$ cat config.mk
export PLATFORM = sky130hd
export DESIGN_NAME = fpsg_step_guard
export DESIGN_NICKNAME = d
export VERILOG_FILES = /design/src/fpsg_pkg.sv /design/src/fpsg_guard_decode.sv /design/src/fpsg_step_guard.sv
export SDC_FILE = /design/constraint.sdc
export NUM_CORES = 1
export LEC_CHECK = 0
export ABC_AREA = 0
export ABC_CLOCK_PERIOD_IN_PS = 1000
export BUFFER_PORTS_ARGS = -buffer_cell sky130_fd_sc_hd__clkbuf_2
export CORE_AREA = 8 8 45 47
export DETAILED_ROUTE_END_ITERATION = 6
export DIE_AREA = 0 0 53 55
export HOLD_SLACK_MARGIN = 0.08
export PLACE_DENSITY = 0.62
export SYNTH_ARGS = -nofsm -noshare
export SYNTH_HDL_FRONTEND = slang
export SYNTH_SLANG_ARGS = --single-unit
$ cat constraint.sdc
create_clock -name clk -period 1 [get_ports clk]
set_clock_uncertainty 0.05 [all_clocks]
set_input_delay 0.2 -clock clk [delete_from_list [all_inputs] [get_ports clk]]
set_output_delay 0.2 -clock clk [all_outputs]
set_load 0.1 [all_outputs]
$ cat src/fpsg_pkg.sv
// fpsg_pkg: constants for the front-panel step and loader guard block.
// assumes a 100 MHz system clock and one-clock timing strobes from the timing generator.
package fpsg_pkg;
  // system clock
  localparam int CLK_PERIOD_NS      = 10;
  // machine timing
  localparam int MACHINE_CYCLE_NS   = 1600;
  localparam int STEP_PULSE_NS      = 1400;
  localparam int BASIC_PULSE_MIN_NS = 45;
  localparam int BASIC_PULSE_MAX_NS = 55;
  localparam int MACHINE_CYCLE_CYC  = MACHINE_CYCLE_NS / CLK_PERIOD_NS;
  localparam int STEP_PULSE_CYC     = STEP_PULSE_NS / CLK_PERIOD_NS;
  // basic pulse spans at least one system clock
  localparam int BASIC_PULSE_CYC    = (BASIC_PULSE_MIN_NS + CLK_PERIOD_NS - 1) / CLK_PERIOD_NS;
  // memory address space and loader area
  localparam int ADDR_W             = 16;
  localparam int GUARD_WORDS        = 64;
  localparam logic [15:0] SAMPLE_GUARD_ADDR = 16'hFFF8;
  // reset values
  localparam logic FLAG_CLEAR       = 1'b0;
  localparam logic INHIBIT_IDLE_N   = 1'b1;
endpackage

$ cat src/fpsg_guard_decode.sv
// fpsg_guard_decode: registered decode of the loader area at the top of memory.
// assumes mem_addr is stable for the machine cycle in which it is used.
`timescale 1ns/1ns
module fpsg_guard_decode #(
  parameter int ADDR_W      = fpsg_pkg::ADDR_W,
  parameter int GUARD_WORDS = fpsg_pkg::GUARD_WORDS
) (
  // clock and reset
  input  wire logic              clk,
  input  wire logic              reset_n,
  // address and selection
  input  wire logic [ADDR_W-1:0] mem_addr,
  input  wire logic              loader_guard_select,
  // decode results
  output logic                   in_guard_area_r,
  output logic                   guard_inhibit_n_r
);
  localparam int LOW_W = $clog2(GUARD_WORDS);

  if (GUARD_WORDS < 2 || (1 << LOW_W) != GUARD_WORDS || LOW_W >= ADDR_W) begin : g_bad
    $error("guard area must be a power of two smaller than memory");
  end

  logic in_area_nxt;
  logic inhibit_n_nxt;

  always_comb begin
    in_area_nxt   = &mem_addr[ADDR_W-1:LOW_W];
    inhibit_n_nxt = ~(in_area_nxt & loader_guard_select);
  end

  always_ff @(posedge clk) begin
    if (!reset_n) begin
      in_guard_area_r   <= fpsg_pkg::FLAG_CLEAR;
      guard_inhibit_n_r <= fpsg_pkg::INHIBIT_IDLE_N;
    end else begin
      in_guard_area_r   <= in_area_nxt;
      guard_inhibit_n_r <= inhibit_n_nxt;
    end
  end
endmodule // fpsg_guard_decode

$ cat src/fpsg_step_guard.sv
// fpsg_step_guard: single machine-cycle step from a momentary switch, and loader-area
// memory guard that drops the memory timing enable.
// assumes phase_time_one, phase_time_two and cycle_pulse are one-clock strobes, each
// once per machine cycle, with cycle_pulse falling between phase_time_two and the
// following phase_time_one.
`timescale 1ns/1ns
////////////////////////////////////////////////////////////////////////////////
// Behaviour
// - step_request is true while the step switch is held with the run flag clear, and false once released or while running.
// - each press gives exactly one step-gate pulse, from a phase_time_two to the next phase_time_one.
// - each press sets the run flag for one machine cycle, then clears it to halt.
// - phase-transfer enable is true for the one machine cycle of the step.
// - the run flag only changes on the basic timing pulse recurring each machine cycle.
// - loader_guard_select follows the loader switch: true when protected.
// - guard_inhibit_n goes low only for a top-64 address while protection is selected.
// - while guard_inhibit_n is low the memory timing enable is forced false.
// - with protection on and an address below the top 64, memory access proceeds.
// - an address such as octal 177770 is inside the protected area.
// - the step switch has no effect unless the machine is halted.
// - stage one sets at the first phase_time_two after a press and clears at the first after release.
module fpsg_step_guard #(
  parameter int ADDR_W      = fpsg_pkg::ADDR_W,
  parameter int GUARD_WORDS = fpsg_pkg::GUARD_WORDS
) (
  // clock and reset
  input  wire logic              clk,
  input  wire logic              reset_n,
  // front panel switches
  input  wire logic              step_switch,
  input  wire logic              loader_switch_protected,
  // timing strobes
  input  wire logic              phase_time_one,
  input  wire logic              phase_time_two,
  input  wire logic              cycle_pulse,
  // memory side
  input  wire logic [ADDR_W-1:0] mem_addr,
  input  wire logic              mem_enable_others,
  // step outputs
  output logic                   step_request,
  output logic                   step_stage_one,
  output logic                   step_gate,
  output logic                   run_flag_second,
  output logic                   phase_transfer_enable,
  output logic                   halt_indicator,
  // guard outputs
  output logic                   loader_guard_select,
  output logic                   guard_inhibit_n,
  output logic                   memory_timing_enable
);
  ////////////////////////////////////////////////////////////////////////////////
  // step sequence
  logic step_request_r, step_request_nxt;
  logic stage_one_r,    stage_one_nxt;
  logic stage_two_r,    stage_two_nxt;
  logic step_gate_r,    step_gate_nxt;
  logic run_r,          run_nxt;
  logic halt_r,         halt_nxt;

  always_comb begin
    step_request_nxt = step_switch & ~run_r;
    stage_one_nxt    = stage_one_r;
    if (phase_time_two) begin
      // once set it holds until release, so the run-time disable cannot re-arm it
      stage_one_nxt = step_switch & (stage_one_r | step_request_r);
    end
    stage_two_nxt = stage_two_r;
    if (phase_time_one) begin
      stage_two_nxt = stage_one_r;
    end
    step_gate_nxt = stage_one_nxt & ~stage_two_nxt;
    run_nxt       = run_r;
    if (cycle_pulse) begin
      run_nxt = step_gate_r;
    end
    halt_nxt      = ~run_nxt;
  end

  always_ff @(posedge clk) begin
    if (!reset_n) begin
      step_request_r <= fpsg_pkg::FLAG_CLEAR;
      stage_one_r    <= fpsg_pkg::FLAG_CLEAR;
      stage_two_r    <= fpsg_pkg::FLAG_CLEAR;
      step_gate_r    <= fpsg_pkg::FLAG_CLEAR;
      run_r          <= fpsg_pkg::FLAG_CLEAR;
      halt_r         <= ~fpsg_pkg::FLAG_CLEAR;
    end else begin
      step_request_r <= step_request_nxt;
      stage_one_r    <= stage_one_nxt;
      stage_two_r    <= stage_two_nxt;
      step_gate_r    <= step_gate_nxt;
      run_r          <= run_nxt;
      halt_r         <= halt_nxt;
    end
  end

  assign step_request          = step_request_r;
  assign step_stage_one        = stage_one_r;
  assign step_gate             = step_gate_r;
  assign run_flag_second       = run_r;
  assign phase_transfer_enable = run_r;
  assign halt_indicator        = halt_r;

  ////////////////////////////////////////////////////////////////////////////////
  // loader guard
  logic select_r,     select_nxt;
  logic mem_timing_r, mem_timing_nxt;
  logic in_area_r;
  logic inhibit_n_r;

  fpsg_guard_decode #(
    .ADDR_W      (ADDR_W),
    .GUARD_WORDS (GUARD_WORDS)
  ) u_decode (
    .clk                 (clk),
    .reset_n             (reset_n),
    .mem_addr            (mem_addr),
    .loader_guard_select (select_r),
    .in_guard_area_r     (in_area_r),
    .guard_inhibit_n_r   (inhibit_n_r)
  );

  always_comb begin
    select_nxt     = loader_switch_protected;
    mem_timing_nxt = inhibit_n_r & mem_enable_others;
  end

  always_ff @(posedge clk) begin
    if (!reset_n) begin
      select_r     <= fpsg_pkg::FLAG_CLEAR;
      mem_timing_r <= fpsg_pkg::FLAG_CLEAR;
    end else begin
      select_r     <= select_nxt;
      mem_timing_r <= mem_timing_nxt;
    end
  end

  assign loader_guard_select  = select_r;
  assign guard_inhibit_n      = inhibit_n_r;
  assign memory_timing_enable = mem_timing_r;

  ////////////////////////////////////////////////////////////////////////////////
  // checks
  localparam int LOW_W = $clog2(GUARD_WORDS);
endmodule // fpsg_step_guard

== Word-level counts from Yosys, hierarchy flattened ==
Index checks and enable logic that the tools add are counted.
Operators by class
  mux-type cells: 3
  bitwise operators: 10
  reduce and logical (&&, ||, !) cells: 1
Operator list (number)
  AND reduction 10 bit: 1
  AND 1 bit: 5
  inverter 1 bit: 4
  two-way mux 1 bit: 3
  OR 1 bit: 1
Word-level totals
  flip-flop bits (word level): 9
  input port bits: 24
  output and inout port bits: 9
  logic and storage cells: 23

== Logic depth before layout (Yosys ltp) ==
  depth after elaboration: 4
  mapped depth: 2
  depth with buffers taken out: 2

== Modules after synthesis ==
A second synthesis with hierarchy kept.
Second synthesis, totals
  cells, all modules: 30
  area, all modules: 340.3 um2
Modules (own cells, without submodules)
  fpsg_step_guard: instances 1, cells an instance 22, area an instance 265.3 um2, sequential area each 160.2 um2
  fpsg_guard_decode: instances 1, cells an instance 8, area an instance 75.1 um2, sequential area each 40.0 um2

== Worst setup path before layout ==
No wires, ideal clock.
  path kind: flip-flop to output port
  start: register run_r, in the netlist phase_transfer_enable
  end: output port run_flag_second
  arrival time: 1.378 ns
  data required time: 0.750 ns
  setup slack: -0.628 ns
  cell stages (with the launch flop): 2
  path buffers: 1
  cells stage by stage: dfxtp_1 -> buf_4
RTL lines
  from (decl): line fpsg_step_guard.sv:56  | logic run_r, run_nxt;
  from (signal assigned): line fpsg_step_guard.sv:84  | run_r <= fpsg_pkg::FLAG_CLEAR;
  from (signal assigned): line fpsg_step_guard.sv:91  | run_r <= run_nxt;
  to (decl): line fpsg_step_guard.sv:42  | output logic run_flag_second,
No word-level cell between the ends.

== Final worst setup path ==
  start: register run_r, in the netlist phase_transfer_enable
  end: output port phase_transfer_enable
RTL lines
  to (decl): line fpsg_step_guard.sv:43  | output logic phase_transfer_enable,
No word-level cell between the ends.

==> results by stage <==
Run status:
- The run finished, with violations left.
- The checks that failed: negative setup slack.

Setup path:
- The highest net fanout along the worst path is 4.
- STA classifies the critical path endpoint as an output pin.
- The slowest stage of the critical path is the sky130_fd_sc_hd__dfxtp_4 cell.
- The number of buffer and inverter instances along the worst setup path is 1.
- The data arrival time of the worst path is 800 ps.
- STA puts the critical path data required time at 750 ps.
- The setup path with the least slack is of type register to output pin.
- Walking the worst path, the cells encountered are buf_12.
- The kind of launch point of the worst setup path is a register.
- For this run, the slowest stage of the critical path takes 380 ps.
- The kind of cell adding the most delay to the critical path is flip-flops.

Drt:
- After detailed routing, the average wire length per cell comes to 11.30 um.
- The routed layout has 316 vias.
- The count of nets left with antenna violations once routing finished came out at 0.
- Dividing the detail-routed via count by the number of cells gives 4.329.
- The final routed DRC violation total is 0.
- For this run, the detailed router's first-pass iteration total came to 1.
- The overall routed net length is 825 um.
- In this run, the number of DRC markers left after iteration 0 of detailed routing was 0.

Global routing:
- Entering global routing, the biggest net connects 9 pins.
- The initial antenna violation count is 0.
- The first global-routing pass estimated 1338 um of wire.
- The via count of the first global-routing pass was 353.
- The total grt overflow is 0.
- For this run, the total global-route usage over all layers was measured as 6.243%.

Synthesis:
- By area the synthesized netlist is led by sky130_fd_sc_hd__dfxtp_1, sky130_fd_sc_hd__nand4_1, sky130_fd_sc_hd__and4bb_2.
- The flip-flop and latch count after synthesis is 9.
- The number of synthesized flops with an enable pin is 0.
- Yosys instantiated no cell more often than sky130_fd_sc_hd__dfxtp_1.
- Of all flip-flops after synthesis, the portion carrying an async set or reset was 0%.
- The top cell type by area accounts for 58.78% of the synthesized area.
- In this run, distinct cell masters in the synthesized netlist total 15.
- The total number of yosys warnings is 0.
- The mapped netlist covers 306.5 um2.
- The leading area contributor after synthesis is sky130_fd_sc_hd__dfxtp_1.
- Synthesis produced a netlist with a net count of 50.
- The most frequently used flop master after synthesis is sky130_fd_sc_hd__dfxtp_1.
- The share of the Yosys chip area taken by registers is 58.78%.
- In this run the mean area of a mapped cell was 11.79 um2.
- In the synthesized netlist, the cells that appear most often are sky130_fd_sc_hd__dfxtp_1, sky130_fd_sc_hd__nand4_1, sky130_fd_sc_hd__nor2b_1.
- The synthesized netlist cell count is 26.

STA:
- The final critical path takes up 105.5% of the cycle.
- In the post-route analysis, the smallest setup slack over all paths is -54.89 ps.
- Setup repair after global routing could not meet its margin everywhere.
- The maximum clock frequency is 0.9480 GHz.
- The transition time at the pin with the least slew margin is 178.4 ps.
- Setup violations remaining at the end of the flow were counted as 9.
- The number of hold violations in the final report is 0.
- The final critical-path required period is 1055 ps.
- The setup TNS is -242.4 ps.
- The max-slew violation count came to 0.
- The worst slew margin relative to its limit is 87.77%.

Floorplanning:
- During I/O placement, the number of pins put on the boundary was 33.
- The number of core rows is 14.
- The horizontal extent of the die is 53 um.
- The die footprint is 0.002915 mm2.
- The height of the die is 55 um.
- The initial utilization of the core area, before any placement, comes to 22.15%.
- The placeable core region is 0.001384 mm2.

Placement:
- In this run, placement finished with an instance count of 68.
- Before CTS, the worst setup slack after placement is 88.19 ps.
- The count of buffers inserted at the top-level ports is 26.
- The routability congestion estimate is 0.6609.
- After detailed placement, the total cell area comes to 620.6 um2.

CTS:
- The TritonCTS clock tree is done.
- For the worst-skew pair, the clock arrives at the later sink with an insertion delay of 250 ps.
- After clock tree synthesis, the clock-pin slew on the worst setup and hold paths is 60 ps.
- The clock root buffer is sky130_fd_sc_hd__clkbuf_4.
- The number of CTS-inserted buffers is 3.
- For this design, the sink count on the clock tree is 9.
- CTS built an H-tree with a depth of 1.
- The count of hold buffers inserted by post-cts repair is 0.
- The largest buffer count on any clock path is 2.

Cells and area:
- The final layout contains 82 nets.
- The finished layout holds 73 standard cells, fillers aside.
- The library cell used most frequently in the layout, excluding fill and tap cells, is sky130_fd_sc_hd__clkbuf_2.
- The top cell types in the final layout, fill and taps aside, are sky130_fd_sc_hd__clkbuf_2, sky130_fd_sc_hd__buf_12, sky130_fd_sc_hd__dfxtp_4.
- The number of inserted diodes is 0.
- The synthesis-to-layout area growth is 114.7%.
- The layout has 131 filler cells.
- The share of cells above drive strength 1 is 77.19%.
- After routing the design area is 658.1 um2.

Power:
- VDD sags by at most 0.7087 mV.
- Dividing total power by cell area gives a power density of 1276 mW/mm2.
- Summed over all cells, the static leakage comes to 0.2949 nW.

Run:
- The number of maximum-capacitance constraint violations is 0.

Worst hold path:
- The worst min-delay path class is primary input to register.
## power breakdown
group          switching (mW)  internal, mW
Clock                   0.110         0.153
Sequential             0.0126         0.362
Combinational           0.113        0.0897
## path summary, 6_finish.rpt
path                                 to  slack (ps)               startpoint  cells after the start
max reg2reg  u_decode.guard_inhibit_n_r          30      loader_guard_select                      3
max               phase_transfer_enable         -50    phase_transfer_enable                      1
min reg2reg                 stage_two_r         470              stage_two_r                      2
min                 loader_guard_select         120  loader_switch_protected                      2
## metrics by stage
stage                     hold WS [ps]  utilization (%)  power, mW
after detailed placement         371.4            44.85     0.5828
after global routing             102.6            47.56     0.9002
after floorplan                  211.9                -     0.4842
final                            117.6            47.56     0.8397
after CTS                        106.2            47.29     0.8581
after global placement           370.1            44.85     0.5811
## routing by layer
metal | vias to the layer above | track usage, % | part of all wire [%]
li1 | 157 | - | -
met1 | 132 | 6.575 | 41
met2 | 27 | 8.203 | 36
met3 | 0 | 5.348 | 22
met4 | 0 | 3.879 | 0
met5 | - | 0 | 0
## what timing repair did
action	CTS	global route
gates resized for setup	0	1
gates cloned	0	0
buffers inserted	1	0
endpoints found under the setup margin	9	10
## layout make-up
| class | count | area (um2) | share of cell area (%) |
|---|---|---|---|
| sequential | 9 | 205.2 | 31.18 |
| clock buffer | 4 | 26.28 | 3.992 |
| multi-input combinational | 16 | 122.6 | 18.63 |
| timing repair buffer | 28 | 284.0 | 43.16 |
| tap | 16 | 20.02 | 3.042 |
## state kept, by name, indices dropped and copies added, names as in the netlist
signal / flops
halt_indicator: 1
u_decode.guard_inhibit_n_r: 1
phase_transfer_enable: 1
step_gate: 1
step_request: 1
loader_guard_select: 1
stage_two_r: 1
step_stage_one: 1
memory_timing_enable: 1
## cells by family (layout without fill, tap and decap cells)
| family | count (synthesis) | in the layout | synth area share, % |
|---|---|---|---|
| and+or+nand+nor | 13 | 13 | 30.21 |
| DFF | 9 | 9 | 58.77 |
| muxes | 2 | 2 | 6.939 |
| AOI/OAI and AO/OA | 1 | 1 | 1.631 |
| buffers and inverters | 1 | 32 | 2.450 |
Power figures use the tool's default switching activity.
